[config.mk]
export PLATFORM = sky130hd
export DESIGN_NAME = sadc_top
export DESIGN_NICKNAME = d
export VERILOG_FILES = /design/src/design/sadc_pkg.sv /design/src/design/sadc_top.sv
export VERILOG_INCLUDE_DIRS = /design/src /design/src/design
export SDC_FILE = /design/constraint.sdc
export NUM_CORES = 1
export LEC_CHECK = 0
export BUFFER_PORTS_ARGS = -buffer_cell sky130_fd_sc_hd__clkbuf_2
export CORE_MARGIN = 8
export CORE_UTILIZATION = 40
export CTS_CLUSTER_DIAMETER = 100
export DETAILED_ROUTE_END_ITERATION = 8
export PLACE_DENSITY = 0.7
export SYNTH_ARGS = -nofsm -noshare
export SYNTH_HDL_FRONTEND = slang
export SYNTH_SLANG_ARGS = --single-unit
[constraint.sdc]
create_clock -name clk -period 8 [get_ports clk]
set_input_delay 0.4 -clock clk [delete_from_list [all_inputs] [get_ports clk]]
set_output_delay 0.4 -clock clk [all_outputs]
set_load 0.01 [all_outputs]
[src/design/sadc_params.svh]
// Offsets, field positions and timing counts of the converter sequencer.
// Assumes inclusion by its bare name from the design module, the checker and the bench.
`ifndef SADC_PARAMS_SVH
`define SADC_PARAMS_SVH
// ==========================================================================
// Register offsets (byte addresses on the plain register port).
`define SADC_OFF_STS 8'h00
`define SADC_OFF_IEN 8'h04
`define SADC_OFF_CTRL 8'h08
`define SADC_OFF_CFG1 8'h0C
`define SADC_OFF_CHSEL 8'h28
`define SADC_OFF_DATA 8'h40
`define SADC_OFF_CCFG 8'hC8
// ==========================================================================
// Status and enable bit positions.
`define SADC_B_RDY 0
`define SADC_B_EOSMP 1
`define SADC_B_EOC 2
`define SADC_B_EOSEQ 3
`define SADC_B_OVR 4
`define SADC_B_AWD 7
`define SADC_FLAG_MASK 8'h9F
// ==========================================================================
// Control bit positions.
`define SADC_C_EN 0
`define SADC_C_START 2
`define SADC_C_CAL 31
// ==========================================================================
// Configuration 1 field positions, and the sensor enable bit of the CCFG register.
`define SADC_F_RES_LO 3
`define SADC_F_ALIGN 5
`define SADC_F_TSEL_LO 6
`define SADC_F_EDGE_LO 10
`define SADC_F_CONT 13
`define SADC_F_DISC 16
`define SADC_CCFG_TEMP_SENSOR_ENABLE 23
// ==========================================================================
// Conversion timing in converter clocks: sample plus approximation, per resolution.
`define SADC_T_RES12 5'd14
`define SADC_T_RES10 5'd13
`define SADC_T_RES8 5'd11
`define SADC_T_RES6 5'd9
`define SADC_T_SAMPLE 5'd2
`define SADC_T_CAL 5'd16
`define SADC_T_READY 5'd2
`endif

[src/design/sadc_pkg.sv]
// Types shared by the converter sequencer.
// Assumes compilation before sadc_top, which uses its types; it needs no constants header.
package sadc_pkg;
  typedef enum logic [2:0] {
    SADC_OFF,
    SADC_IDLE,
    SADC_CAL,
    SADC_SAMPLE,
    SADC_CONVERT
  } sadc_state_t;
  typedef enum logic [1:0] {
    SADC_EDGE_NONE,
    SADC_EDGE_RISE,
    SADC_EDGE_FALL,
    SADC_EDGE_BOTH
  } sadc_edge_t;
endpackage : sadc_pkg

[src/design/sadc_top.sv]
// Sequencer and register file for a 12-bit successive-approximation converter.
// Assumes a synchronous register port, triggers synchronous to clk, and a core
// that holds a result word and a calibration factor valid when the sequencer's cycle count ends.
//
// The register addresses and the plain strobed port were left to the implementer.
`timescale 1ns/100ps
`include "sadc_params.svh"

// Summary of operation
// - Calibration bit clears itself when calibration finishes.
// - Calibration factor reads back in data register bits 6 to 0.
// - No conversion starts while calibration is running.
// - Single mode converts the channel or group once, then stops.
// - Conversion starts by software start bit or selected hardware trigger edge.
// - Continuous mode repeats the channel or group without new starts.
// - Each result goes to the data register and sets end-of-conversion flag.
// - Last channel of the sequence sets the end-of-sequence flag.
// - Discontinuous mode converts one next channel per start.
// - Without discontinuous mode one start converts the whole sequence.
// - Channels 0-15 external, 16 temperature, 17 reference, 18 battery.
// - Temperature sensor powered only while its enable bit is set.
// - Three-bit field picks the trigger source; 111 is the external pin.
// - Two-bit field picks none, rising, falling or both trigger edges.
// - Hardware triggers count only with a nonzero edge field.
// - Alignment bit chooses left or right justified results.
// - Two-bit field picks 12, 10, 8 or 6 bit resolution.
// - Conversions take 14, 13, 11 or 9 converter clocks.
// - Six event flags each with its own enable bit.
// - Flags are set by hardware and cleared by writing one.
module sadc_top #(
  parameter int NUM_CH = 19
) (
  input wire logic clk,
  input wire logic arst_n,
  input wire logic [7:0] reg_addr,
  input wire logic [31:0] reg_wdata,
  input wire logic reg_wr,
  input wire logic reg_rd,
  output logic [31:0] reg_rdata,
  input wire logic [4:0] timer_trigger_input,
  input wire logic ext_trigger_pin,
  input wire logic [11:0] core_result,
  input wire logic [6:0] core_cal_factor,
  input wire logic window_event,
  output logic [4:0] channel_select,
  output logic core_sample,
  output logic core_power,
  output logic temp_sensor_enable,
  output logic irq
);

  // The channel mask, the scan and the select width are sized for nineteen inputs only.
  if (NUM_CH != 19) begin : g_num_ch_check
    $error("sadc_top serves exactly 19 channels");
  end

  // ==========================================================================
  // Register state.
  logic converter_enable;
  logic calibrate;
  logic conversion_start;
  logic [1:0] resolution_select;
  logic result_alignment;
  logic [2:0] trigger_source_select;
  logic [1:0] trigger_edge_select;
  logic continuous_mode_select;
  logic discontinuous_enable;
  logic [7:0] flags;
  logic [7:0] irq_en;
  logic [18:0] chan_mask;
  logic [15:0] data_word;
  sadc_pkg::sadc_state_t state;
  logic [4:0] cycle_cnt;
  logic [4:0] cur_ch;
  logic trig_q;
  logic trig_prev;
  logic wr_sts;
  logic wr_ctrl;
  logic [7:0] set_flags;
  logic seq_done;
  logic conv_done;
  logic cal_done;
  logic hw_edge;
  logic go;
  logic [4:0] conv_len;
  logic [4:0] next_ch;
  logic next_has;
  logic [4:0] first_ch;
  logic [15:0] aligned;
  logic temp_sensor_enable_bit;

  assign wr_sts = reg_wr && (reg_addr == `SADC_OFF_STS);
  assign wr_ctrl = reg_wr && (reg_addr == `SADC_OFF_CTRL);

  // ==========================================================================
  // Trigger source and edge detection.
  always_comb begin
    trig_q = (trigger_source_select == 3'h7) ? ext_trigger_pin :
      (trigger_source_select <= 3'h4) ? timer_trigger_input[trigger_source_select] : 1'b0;
  end

  // The previous level follows the selected source at all times, so a change of edge field never
  // fakes an edge, but a change of source can, when the old and new sources differ in level.
  always_ff @(posedge clk or negedge arst_n) begin
    if (!arst_n) begin
      trig_prev <= 1'b0;
    end else begin
      trig_prev <= trig_q;
    end
  end

  always_comb begin
    case (sadc_pkg::sadc_edge_t'(trigger_edge_select))
      sadc_pkg::SADC_EDGE_RISE: hw_edge = trig_q && !trig_prev;
      sadc_pkg::SADC_EDGE_FALL: hw_edge = !trig_q && trig_prev;
      sadc_pkg::SADC_EDGE_BOTH: hw_edge = trig_q != trig_prev;
      default: hw_edge = 1'b0;
    endcase
  end

  // A start is honoured only from idle; calibration holds the machine elsewhere.
  assign go = (state == sadc_pkg::SADC_IDLE) && (conversion_start || hw_edge);

  // ==========================================================================
  // Channel scanning: next selected channel above the current one.
  // The loop runs downwards, so the last hit is the lowest channel that qualifies.
  always_comb begin
    next_has = 1'b0;
    next_ch = 5'h00;
    first_ch = 5'h00;
    for (int i = NUM_CH - 1; i >= 0; i--) begin
      if (chan_mask[i]) begin
        first_ch = 5'(i);
        if (5'(i) > cur_ch) begin
          next_has = 1'b1;
          next_ch = 5'(i);
        end
      end
    end
  end

  // Totals include the two-cycle sample phase; lower resolutions simply stop earlier.
  always_comb begin
    case (resolution_select)
      2'h0: conv_len = `SADC_T_RES12;
      2'h1: conv_len = `SADC_T_RES10;
      2'h2: conv_len = `SADC_T_RES8;
      default: conv_len = `SADC_T_RES6;
    endcase
  end

  // Lower resolutions leave the unused bits at zero: the low bits when left aligned, the high bits when right aligned.
  always_comb begin
    aligned = 16'h0000;
    case (resolution_select)
      2'h0: aligned = result_alignment ? {core_result, 4'h0} : {4'h0, core_result};
      2'h1: aligned = result_alignment ? {core_result[11:2], 6'h00} :
        {6'h00, core_result[11:2]};
      2'h2: aligned = result_alignment ? {core_result[11:4], 8'h00} :
        {8'h00, core_result[11:4]};
      default: aligned = result_alignment ? {core_result[11:6], 10'h000} :
        {10'h000, core_result[11:6]};
    endcase
  end

  assign conv_done = (state == sadc_pkg::SADC_CONVERT) && (cycle_cnt == conv_len - 5'd1);
  assign cal_done = (state == sadc_pkg::SADC_CAL) && (cycle_cnt == `SADC_T_CAL - 5'd1);
  assign seq_done = conv_done && !next_has;

  // ==========================================================================
  // Conversion sequencer.
  // Clearing the enable bit lets a running conversion count to its end and write the data register,
  // but core_power falls one cycle after the enable bit clears, so the core is unpowered for the rest of it.
  always_ff @(posedge clk or negedge arst_n) begin
    if (!arst_n) begin
      state <= sadc_pkg::SADC_OFF;
      cycle_cnt <= 5'h00;
      cur_ch <= 5'h00;
    end else begin
      cycle_cnt <= cycle_cnt + 5'd1;
      case (state)
        sadc_pkg::SADC_OFF: begin
          cycle_cnt <= 5'h00;
          if (calibrate) begin
            state <= sadc_pkg::SADC_CAL;
          end else if (converter_enable && cycle_cnt == 5'h00) begin
            state <= sadc_pkg::SADC_IDLE;
          end
        end
        sadc_pkg::SADC_CAL: begin
          if (cal_done) begin
            state <= sadc_pkg::SADC_OFF;
          end
        end
        sadc_pkg::SADC_IDLE: begin
          cycle_cnt <= 5'h00;
          if (!converter_enable) begin
            state <= sadc_pkg::SADC_OFF;
          end else if (go && chan_mask != 19'h0) begin
            state <= sadc_pkg::SADC_SAMPLE;
            if (!discontinuous_enable || !next_has) begin
              cur_ch <= first_ch;
            end else begin
              cur_ch <= next_ch;
            end
          end
        end
        sadc_pkg::SADC_SAMPLE: begin
          if (cycle_cnt == `SADC_T_SAMPLE - 5'd1) begin
            state <= sadc_pkg::SADC_CONVERT;
          end
        end
        sadc_pkg::SADC_CONVERT: begin
          if (conv_done) begin
            cycle_cnt <= 5'h00;
            if (!converter_enable) begin
              state <= sadc_pkg::SADC_OFF;
            end else if (next_has && !discontinuous_enable) begin
              cur_ch <= next_ch;
              state <= sadc_pkg::SADC_SAMPLE;
            end else if (!next_has && continuous_mode_select) begin
              cur_ch <= first_ch;
              state <= sadc_pkg::SADC_SAMPLE;
            end else begin
              state <= sadc_pkg::SADC_IDLE;
            end
          end
        end
        default: state <= sadc_pkg::SADC_OFF;
      endcase
    end
  end

  // ==========================================================================
  // Core outputs.
  // The sensor draws power only while it is enabled and part of the sequence.
  always_ff @(posedge clk or negedge arst_n) begin
    if (!arst_n) begin
      channel_select <= 5'h00;
      core_sample <= 1'b0;
      core_power <= 1'b0;
      temp_sensor_enable <= 1'b0;
    end else begin
      channel_select <= cur_ch;
      core_sample <= state == sadc_pkg::SADC_SAMPLE;
      core_power <= converter_enable || calibrate;
      temp_sensor_enable <= chan_mask[16] ? temp_sensor_enable_bit : 1'b0;
    end
  end

  // ==========================================================================
  // Control and configuration registers.
  // A calibration request while enabled is ignored, as the core cannot calibrate mid-run.

  always_ff @(posedge clk or negedge arst_n) begin
    if (!arst_n) begin
      converter_enable <= 1'b0;
      calibrate <= 1'b0;
      conversion_start <= 1'b0;
    end else begin
      if (wr_ctrl) begin
        converter_enable <= reg_wdata[`SADC_C_EN];
      end
      if (cal_done) begin
        calibrate <= 1'b0;
      end else if (wr_ctrl && reg_wdata[`SADC_C_CAL] && !converter_enable) begin
        calibrate <= 1'b1;
      end
      if (go || !converter_enable) begin
        conversion_start <= 1'b0;
      end else if (wr_ctrl && reg_wdata[`SADC_C_START] && !calibrate) begin
        conversion_start <= 1'b1;
      end
    end
  end

  always_ff @(posedge clk or negedge arst_n) begin
    if (!arst_n) begin
      resolution_select <= 2'h0;
      result_alignment <= 1'b0;
      trigger_source_select <= 3'h0;
      trigger_edge_select <= 2'h0;
      continuous_mode_select <= 1'b0;
      discontinuous_enable <= 1'b0;
      irq_en <= 8'h00;
      chan_mask <= 19'h0;
      temp_sensor_enable_bit <= 1'b0;
    end else if (reg_wr) begin
      case (reg_addr)
        `SADC_OFF_CFG1: begin
          resolution_select <= reg_wdata[`SADC_F_RES_LO +: 2];
          result_alignment <= reg_wdata[`SADC_F_ALIGN];
          trigger_source_select <= reg_wdata[`SADC_F_TSEL_LO +: 3];
          trigger_edge_select <= reg_wdata[`SADC_F_EDGE_LO +: 2];
          continuous_mode_select <= reg_wdata[`SADC_F_CONT];
          discontinuous_enable <= reg_wdata[`SADC_F_DISC];
        end
        `SADC_OFF_IEN: irq_en <= reg_wdata[7:0] & `SADC_FLAG_MASK;
        `SADC_OFF_CHSEL: chan_mask <= reg_wdata[18:0];
        `SADC_OFF_CCFG: temp_sensor_enable_bit <= reg_wdata[`SADC_CCFG_TEMP_SENSOR_ENABLE];
        default: ;
      endcase
    end
  end

  // ==========================================================================
  // Event flags: a hardware set wins over a write-one clear in the same cycle.
  // Overrun is judged against the flag, as reads have no side effects here.
  always_comb begin
    set_flags = 8'h00;
    set_flags[`SADC_B_RDY] = (state == sadc_pkg::SADC_OFF) && converter_enable &&
      !calibrate;
    set_flags[`SADC_B_EOSMP] = (state == sadc_pkg::SADC_SAMPLE) &&
      (cycle_cnt == `SADC_T_SAMPLE - 5'd1);
    set_flags[`SADC_B_EOC] = conv_done;
    set_flags[`SADC_B_EOSEQ] = seq_done;
    set_flags[`SADC_B_OVR] = conv_done && flags[`SADC_B_EOC];
    set_flags[`SADC_B_AWD] = window_event;
  end

  always_ff @(posedge clk or negedge arst_n) begin
    if (!arst_n) begin
      flags <= 8'h00;
    end else begin
      flags <= ((wr_sts ? flags & ~reg_wdata[7:0] : flags) | set_flags) & `SADC_FLAG_MASK;
    end
  end

  // Calibration and conversion never end in one cycle, so the priority order is moot.
  always_ff @(posedge clk or negedge arst_n) begin
    if (!arst_n) begin
      data_word <= 16'h0000;
    end else if (cal_done) begin
      data_word <= {9'h000, core_cal_factor};
    end else if (conv_done) begin
      data_word <= aligned;
    end
  end

  always_ff @(posedge clk or negedge arst_n) begin
    if (!arst_n) begin
      irq <= 1'b0;
    end else begin
      irq <= |(flags & irq_en);
    end
  end

  // ==========================================================================
  // Read port: data one cycle after the strobe, zero elsewhere.
  // Polling the status register is harmless, as no read clears a flag.
  always_ff @(posedge clk or negedge arst_n) begin
    if (!arst_n) begin
      reg_rdata <= 32'h0000_0000;
    end else if (reg_rd) begin
      case (reg_addr)
        `SADC_OFF_STS: reg_rdata <= {24'h000000, flags};
        `SADC_OFF_IEN: reg_rdata <= {24'h000000, irq_en};
        `SADC_OFF_CTRL: reg_rdata <= {calibrate, 28'h0, conversion_start, 1'b0,
          converter_enable};
        `SADC_OFF_CFG1: reg_rdata <= {15'h0, discontinuous_enable, 2'h0,
          continuous_mode_select, 1'b0, trigger_edge_select, 1'b0,
          trigger_source_select, result_alignment, resolution_select, 3'h0};
        `SADC_OFF_CHSEL: reg_rdata <= {13'h0, chan_mask};
        `SADC_OFF_DATA: reg_rdata <= {16'h0000, data_word};
        `SADC_OFF_CCFG: reg_rdata <= {8'h00, temp_sensor_enable_bit, 23'h0};
        default: reg_rdata <= 32'h0000_0000;
      endcase
    end else begin
      reg_rdata <= 32'h0000_0000;
    end
  end

endmodule : sadc_top

==> Word level (Yosys, flattened, before mapping) <==
Cells that the tools add are included.
{ "op_classes": {"muxes": 137, "reduce_logical": 47, "eq_ne": 29, "bitwise": 4, "magnitude_cmp": 21, "add_sub_neg": 2} }
{ "op_table": {"columns": ["operator", "count"], "rows": [
  ["$mux W5", 65],
  ["$pmux W32 S7", 1],
  ["$mux W16", 6],
  ["$pmux W16 S3", 1],
  ["$mux W1", 46],
  ["$gt A4 B5 Y1 const A", 8],
  ["$mux W32", 1],
  ["$mux W3", 7],
  ["$gt A3 B5 Y1 const A", 4],
  ["$logic_and A1 B1 Y1", 20],
  ["$pmux W5 S2", 2],
  ["$reduce_bool A19 Y1", 1],
  ["$and A8 B8 Y8", 2],
  ["$eq A8 B4 Y1 const B", 2],
  ["$gt A5 B5 Y1 const A", 3],
  ["$pmux W3 S5", 1],
  ["$gt A1 B5 Y1 const A", 2],
  ["$gt A2 B5 Y1 const A", 2],
  ["$ne A2 B2 Y1 const B", 5],
  ["$pmux W3 S3", 1],
  ["$eq A8 B3 Y1 const B", 1],
  ["$eq A8 B6 Y1 const B", 1],
  ["$eq A8 B7 Y1 const B", 1],
  ["$eq A8 B8 Y1 const B", 1],
  ["other kinds (35)", 56]
]} }
{ "word_totals": {"input_bits": 70, "elab_cells": 264, "regBits": 116, "out_inout_bits": 41} }

==> Depth between registers and ports, before layout <==
Gate-level depths: netlist of the first run.
{ "logic_depth": {"word_depth": 46, "depth_mapped": 12, "ltp_nobuf": 12} }

==> Worst setup path before layout of the first run <==
Ideal clock, no wire load.
{ "synth_timing": {"kind": "reg2reg", "start": "register trigger_source_select[0]", "end": "register cur_ch[2]", "setup_time_ns": 0.125, "setup_slack_ns": 5.445, "required_ns": 7.875, "arrival_time_ns": 2.430, "stages_incl_launch_ff": 12, "synth_period_minus_slack_ns": 2.555, "path_buffers": 0, "cell_sequence": "dfrtp_1 > mux4_2 > nor2_1 > a21o_1 > ha_1 > nand2b_1 > a31oi_1 > nor2_1 > nor2_1 > o21ai_0 > a31oi_4 > mux2_4"} }
{ "synth_via": {"elab_chain_cells": 12, "word_cells_on_any_way": 16, "cone_classes": "1 x order compare; 3 x eq/ne; 5 x mux; 7 x reduce/logical"} }
{ "synth_rtl": {"columns": ["item", "line_no", "source"], "rows": [
  ["start: declaration", "sadc_top.sv:64", "logic [2:0] trigger_source_select;"],
  ["start signal: assignment", "sadc_top.sv:293", "trigger_source_select <= reg_wdata[`SADC_F_TSEL_LO +: 3];"],
  ["$bmux W1 S3", "sadc_top.sv:99", "(trigger_source_select <= 3'h4) ? timer_trigger_input[trigger_source_select] : 1'b0;"],
  ["$mux W1 (not written as such)", "sadc_top.sv:99", null],
  ["$mux W1", "sadc_top.sv:99", null],
  ["$mux W1 (*)", "sadc_top.sv:98", "trig_q = (trigger_source_select == 3'h7) ? ext_trigger_pin :"],
  ["$logic_not A1 Y1", "sadc_top.sv:115", "sadc_pkg::SADC_EDGE_FALL: hw_edge = !trig_q && trig_prev;"],
  ["$logic_and A1 B1 Y1", "sadc_top.sv:115", null],
  ["$pmux W1 S3 (*)", "sadc_top.sv:113", "case (sadc_pkg::sadc_edge_t'(trigger_edge_select))"],
  ["$logic_or A1 B1 Y1 (*)", "sadc_top.sv:122", "assign go = (state == sadc_pkg::SADC_IDLE) && (conversion_start || hw_edge);"],
  ["$logic_and A1 B1 Y1 (*)", "sadc_top.sv:122", null],
  ["$logic_and A1 B1 Y1 (*)", "sadc_top.sv:199", "end else if (go && chan_mask != 19'h0) begin"],
  ["$ne A2 B1 Y1 (no source line) (*)", null, null],
  ["$reduce_and A6 Y1 (no source line) (*)", null, null],
  ["end signal: assignment", "sadc_top.sv:202", "cur_ch <= first_ch;"],
  ["end signal: assignment", "sadc_top.sv:204", "cur_ch <= next_ch;"],
  ["end signal: assignment", "sadc_top.sv:219", "cur_ch <= next_ch;"],
  ["end: declaration", "sadc_top.sv:74", "logic [4:0] cur_ch;"]
]} }
Mark *: on every way between the ends. The rest lies on a longest branch, timed or not. The select of a mux whose other input is x is not followed.
A chain may end at the register's enable or synchronous reset.

==> Worst setup path after layout of the first run <==
{ "layout_timing": {"start": "register cur_ch[4]", "end": "register cur_ch[1]"} }
{ "layout_via": {"elab_chain_cells": 45, "word_cells_on_any_way": 108, "cone_classes": "19 x order compare; 1 x eq/ne; 83 x mux; 5 x reduce/logical"} }
{ "layout_rtl": {"columns": ["item", "line_no", "source"], "rows": [
  ["$gt A5 B5 Y1", "sadc_top.sv:134", "if (5'(i) > cur_ch) begin"],
  ["$mux W1", "sadc_top.sv:134", null],
  ["$mux W1", "sadc_top.sv:132", "if (chan_mask[i]) begin"],
  ["$mux W1", "sadc_top.sv:134", null],
  ["$mux W1", "sadc_top.sv:132", null],
  ["$mux W1", "sadc_top.sv:134", null],
  ["$mux W1", "sadc_top.sv:132", null],
  ["$mux W1", "sadc_top.sv:134", null],
  ["(+29 left out)", null, null],
  ["$mux W1", "sadc_top.sv:134", null],
  ["$mux W1", "sadc_top.sv:132", null],
  ["$logic_not A1 Y1", "sadc_top.sv:201, sadc_top.sv:221", null],
  ["$logic_or A1 B1 Y1", "sadc_top.sv:201", "if (!discontinuous_enable || !next_has) begin"],
  ["$mux W5", "sadc_top.sv:201", null],
  ["$mux W5", "sadc_top.sv:199", null],
  ["$mux W5", "sadc_top.sv:197", "if (!converter_enable) begin"],
  ["$pmux W5 S2", "sadc_top.sv:181", "case (state)"]
]} }
Parallel ways exist; a longest one is shown, timed or not. The select of a mux whose other input is x is not followed.

==> impl_metrics.ini, run 1 <==
[run_status]
status = complete, no violations

[clocking]
ctsHoldBuffers = 0
cts_setup_buffers = 0
cts_buffer_depth = 2
cts_buffers = 9
htree_levels = 3
cts_sinks = 105
postCtsResizedCells = 0
clk_latency_ps = 350
path_clk_slew_ps = 70
clockRootBuffer = clkbuf_16
cts_tree = built

[final_layout]
layout-drive-gt1-share_pct = 25.63
nNetsFinal = 746
synthToLayoutAreaGrowth_pct = 13.38
stdcell_area_sq_um = 6734
seq_area_sq_um = 2628
insertedDiodeCount = 0
n_fill_cell = 1396
multi_input_area_sq_um = 3023

[synth]
synth_edf_count = 0
yosysTopAreaCell = dfrtp_1
synthTopCellsByCount = dfrtp_1, nor2_1, nand2_1
yosysWarnings = 0
synth_area_per_cell_sq_um = 9.883
synthCells = 601
synthFlopType = dfrtp_1
ys_async_sr_fraction_pct = 100.0
yosysTopAreaCellShare_pct = 44.24
yosys_register_bits = 105
synth_area_sq_um = 5939
ys_top_cells_by_area = dfrtp_1, mux2_2, nor2_1, nand2_1, a21oi_1
yosysUniqueCellTypes = 77
yosysMostFrequentCell = dfrtp_1
yosysSeqAreaShare_pct = 44.24

[setup_path]
path_class = flop to flop
cp_slowest_stage_delay_ps = 720
cp_slowest_cell = dfrtp_1
worstSetupStartpointType = flop
crit_path_frequent_cell = mux2_4
path_cells = inv_1, a32oi_1, nand4_2, nor4_2, or2_1, mux2_4, mux2_4
cp_data_required_time_ps = 8240
crit_buf_inv = 1
cp_max_fo = 18
regToRegStartpoint = cur_ch[4]
arrival_ps = 3210
startpoint = cur_ch[4]
critPathCaptureType = flop
crit_family = simple AND/OR/NAND/NOR gates

[power_and_ir_drop]
power_density_nw_per_um2 = 199.7
irDropWorstVdd_mv = 0.09933
leakage_uw = 0.003092
power.total_uw = 1345

[timing]
slew_viol_final = 0
rsz0062_at_grt = false
hold_violations = 0
worst_pin_slew_ps = 1167
period_share_pct = 37.16
setup_viol = 0
fin_ws_ps = 5027
tns_ps = 0
relSlewSlack_pct = 21.51
fmax_ghz = 0.3364
finalCriticalPeriod_ps = 2973
fin_skew_ps = 8.949

[placed_design]
pre_cts_ws_ps = 5058
placed_area_sq_um = 6444
place_hpwl_um = 12620
io_buffer_count = 88
globalplace.congestion = 0.9190

[route]
wl_um = 16910
drt_iter0_markers = 411
firstDrtPassIters = 5
ant_nets = 0
vias = 5015
viasPerCell = 5.838
avgRoutedWirePerCell_um = 19.68
drc = 0

[floorplan]
core_area_sq_um = 14530
rows = 44
io_pins = 111
dieWidth_um = 137.9
die_h_um = 137.9
die-area_sq_um = 19000
start_util_pct = 40.87

[global_routing]
grt_max_degree = 62
antenna_found_initial = 0
grt_pass1_vias = 4898
grt_usage_pct = 17.87
overflow = 0
grt_pass1_wl_um = 26470

[min_path]
hp-class = input pin to async pin

[run]
cap_violations = 0
-- metal layers --
metal | wire length, um | track usage, % | part of all wire, %
met1 | 7040 | 23.28 | 42
met2 | 8126 | 28.51 | 48
met3 | 1397 | 3.768 | 8.3
met4 | 344 | 6.925 | 2.0
met5 | 0 | 0 | 0
-- worst reg2reg max path, delay by kind of cell (launching register included) --
| family | cells | cell delay (ps) |
|---|---|---|
| AO/OA/AOI/OAI | 1 | 430 |
| buffers and inverters | 1 | 240 |
| flip-flops | 1 | 720 |
| multiplexers | 2 | 570 |
| AND/OR/NAND/NOR | 3 | 900 |
-- per-stage QoR --
step	instances	util, %	hold WS [ps]
2_1_floorplan	611	-	104.4
3_3_place_gp	843	44.34	421.1
3_5_place_dp	843	44.34	437.4
4_1_cts	859	46.33	58.90
5_1_grt	859	46.33	90.45
6_report	859	46.33	36.47
-- kinds of logic (layout without fill, tap and decap cells) --
kind of cell / after synthesis / after routing / share of synthesized area, %
AND/OR/NAND/NOR: 213 / 213 / 18.33
AO/OA/AOI/OAI: 143 / 143 / 17.09
flip-flops: 105 / 105 / 44.24
buffers and inverters: 67 / 131 / 5.583
multiplexers: 61 / 61 / 12.70
adder cells (fa/ha/maj): 6 / 6 / 1.264
XOR/XNOR: 5 / 5 / 0.7374
other: 1 / 11 / 0.06314
-- sequential cells by signal, indices dropped and copies added (netlist names), 3 cells and up --
signal                 flops
irq_en                     6
reg_rdata                 21
chan_mask                 19
cur_ch                     5
trigger_source_select      3
channel_select             5
data_word                 16
cycle_cnt                  5
state                      3
flags                      6
-- area by class of cell --
| type | instances | share of cell area (%) |
|---|---|---|
| Clock buffer | 9 | 3.344 |
| Clock inverter | 7 | 0.9662 |
| Inverter | 22 | 1.226 |
| Multi-Input combinational cell | 439 | 44.89 |
| Sequential cell | 105 | 39.02 |
| Tap cell | 184 | 3.419 |
| Timing Repair Buffer | 93 | 7.135 |
-- worst paths after layout --
path                       cells past startpoint                 to  slack (ps)
max                                            7          cur_ch[1]        5030
min                                            1  channel_select[2]          40
max reg2reg                                    7          cur_ch[1]        5030
min reg2reg                                    2      data_word[10]         530
max in group asynchronous                      2       chan_mask[5]        6780
min in group clk                               2           flags[7]         230
-- power breakdown --
group          switching (uW)  internal [uW]  total, uW
clock                     216            218        434
combinational             141            118        259
sequential               84.5            567        652
total                     441            904       1340
-- cells in the final DEF, fill, tap and decap left out, drive strengths merged, types with 4 or more instances in the layout --
cell type and count:
a22oi 20, mux2 43, and2 4, o21ai 22, nor2b 13, nand4 4
buf 6, o211ai 5, a21oi 32, nor4 8, mux4 6, and3 5
clkbuf 96, a222oi 7, o31ai 4, nand2b 11, ha 6, nor2 55
mux2i 12, o22ai 5, nor3 10, inv 25, conb 11, nand2 53
dfrtp 105, a31oi 7, a211oi 5, nand3 25, nor3b 9, a21o 4
No activity file was read; power rests on OpenSTA's default activity.
==> inputs of run 2 (changes only) <==
clock period = 2.75 ns   (was 8 ns; I/O delays follow)
==> impl_metrics.ini, run 2 (synthesis gave the netlist of run 1 again) <==
[timing]
slew_viol_final = 0
worst_pin_slew_ps = 950.2
fin_skew_ps = 8.103
fmax_ghz = 0.3683
period_share_pct = 98.74
fin_ws_ps = 34.71
relSlewSlack_pct = 36.50
hold_violations = 0
rsz0062_at_grt = true
finalCriticalPeriod_ps = 2715
setup_viol = 0

[setup_path]
worstSetupStartpointType = flop
cp_max_fo = 4
reg2reg_depth = 11
cp_data_required_time_ps = 2990
arrival_ps = 2960
crit_buf_inv = 0
path_class = flop to flop
rrSetupSlack_ps = 30
regToRegStartpoint = trigger_source_select[0]
crit_family = multiplexers
critPathCaptureType = flop
crit_cells = 11
cp_slowest_cell = mux4_2
cp_slowest_stage_delay_ps = 520
path_cells = mux4_2, nor2_2, a21o_1, ha_1, nand2b_4, a31oi_4, nor2_4, nor2_2, o21ai_2, a31oi_4, mux2_4
r2r-end = cur_ch[2]

[global_routing]
grt_util_met2_pct = 29.42
grt_usage_pct = 18.61
grt_util_met3_pct = 4.783
grt_pass1_vias = 5184
grt_max_degree = 57
overflow = 0
grtUsageMet1_pct = 23.49
grt_pass1_wl_um = 27500
antenna_found_initial = 0
top_usage_layer = met2

[final_layout]
stdcell_area_sq_um = 7043
top_register = reg_rdata
nNetsFinal = 776
mostFrequentLayoutCells = dfrtp_1, clkbuf_2, nor2_1
largest_registers = reg_rdata: 21 flops, chan_mask: 19 flops, data_word: 16 flops
layout-drive-gt1-share_pct = 29.83
final_common_cell = dfrtp_1
synthToLayoutAreaGrowth_pct = 18.58
insertedDiodeCount = 0
largest_reg_flops = 21

[floorplan]
core_area_sq_um = 14530
die-area_sq_um = 19000
start_util_pct = 40.87
die_h_um = 137.9
dieWidth_um = 137.9
io_pins = 111
rows = 44

[route]
avgRoutedWirePerCell_um = 19.85
ant_nets = 0
wl_um = 17630
drt_iter0_markers = 457
drc = 0
vias = 5112
firstDrtPassIters = 4
viasPerCell = 5.757

[power_and_ir_drop]
p_switching_uw = 1305
p_clk_share_pct = 32.4
irDropWorstVdd_mv = 0.3171
leakage_uw = 0.003259
switching_share_pct = 31.94
intPower_uw = 2780
power_density_nw_per_um2 = 579.9
seqPwrFrac_pct = 45.5
pwr-share-comb_pct = 22.1

[placed_design]
io_buffer_count = 88
pre_cts_ws_ps = 50.54
place_hpwl_um = 13330
placed_area_sq_um = 6659
globalplace.congestion = 0.9270

[clocking]
path_clk_slew_ps = 70
clk_latency_ps = 350
cts_sinks = 105
cts_buffers = 9
cts_buffer_depth = 2
htree_levels = 3
cts_tree = built
clockRootBuffer = clkbuf_16

[min_path]
hp-class = input pin to flop
min_to = chan_mask[15]
hold_path_startpoint = reg_wdata[15]
worst_hold_path.num_cells = 2

[run_status]
status = complete, no violations

[run]
cap_violations = 0
==> run 2: changes by cell type in the layout (fill, tap and decap cells not counted), moves of 2 or more <==
cell | previous run | this run
dlygate4sd3_1 | 0 | 2
nor2_2 | 0 | 2
nor2_1 | 55 | 52
clkinv_2 | 2 | 0
buf_4 | 6 | 32
==> run 2: cell type report <==
type | instances | area (sq um)
timing repair buffer | 123 | 726.9
clock inverter | 6 | 73.82
inverter | 22 | 82.58
tap | 184 | 230.2
fill | 1339 | 7491
sequential | 105 | 2629
multi-input combinational | 439 | 3075
clock buffer | 9 | 225.2
==> run 2: what timing repair did <==
action                                  CTS  global route
hold buffers                              2             0
setup buffers                             0             1
gates resized for setup                   0            14
hold endpoints to repair                 50             0
endpoints found under the setup margin    0             7
==> run 2: worst register-to-register path, cell delays in order (launching register included) <==
cell,delay [ps]
dfrtp_1,370
mux4_2,520
nor2_2,110
a21o_1,160
ha_1,250
nand2b_4,150
a31oi_4,210
nor2_4,70
nor2_2,90
o21ai_2,80
a31oi_4,270
mux2_4,330
==> run 2: power groups by stage <==
stage               sequential (uW)  combinational, uW  clock (uW)
global route                   1880                986        1400
detailed placement             1880                869           0
CTS                            1850                877        1340
floorplan                      1770                664           0
global placement               1870                844           0
finish                         1860                902        1320
==> run 2: per-layer routing <==
layer	share of wire, %	vias to the layer above
li1	-	2364
met1	43	2523
met2	47	185
met3	6.8	40
met4	3.4	0
met5	0	-
==> run 2: stage by stage <==
step / power [uW] / std cells / hold WS [ps] / util (%) / setup TNS, ps
2_1_floorplan: 2435 / 611 / -158.1 / - / 0
3_3_place_gp: 2715 / 870 / 195.4 / 45.82 / 0
3_5_place_dp: 2746 / 870 / 211.0 / 45.82 / 0
4_1_cts: 4063 / 887 / 16.92 / 48.01 / 0
5_1_grt: 4268 / 888 / 16.96 / 48.46 / -431.1
6_report: 4084 / 888 / 20.07 / 48.46 / 0
==> run 2: worst max-delay path by stage <==
stage                             start   endpoint
4_1_cts        trigger_source_select[0]  cur_ch[2]
6_report       trigger_source_select[0]  cur_ch[2]
3_3_place_gp   trigger_source_select[0]  cur_ch[1]
5_1_grt        trigger_source_select[0]  cur_ch[2]
2_1_floorplan  trigger_source_select[0]  cur_ch[2]
3_5_place_dp   trigger_source_select[0]  cur_ch[2]
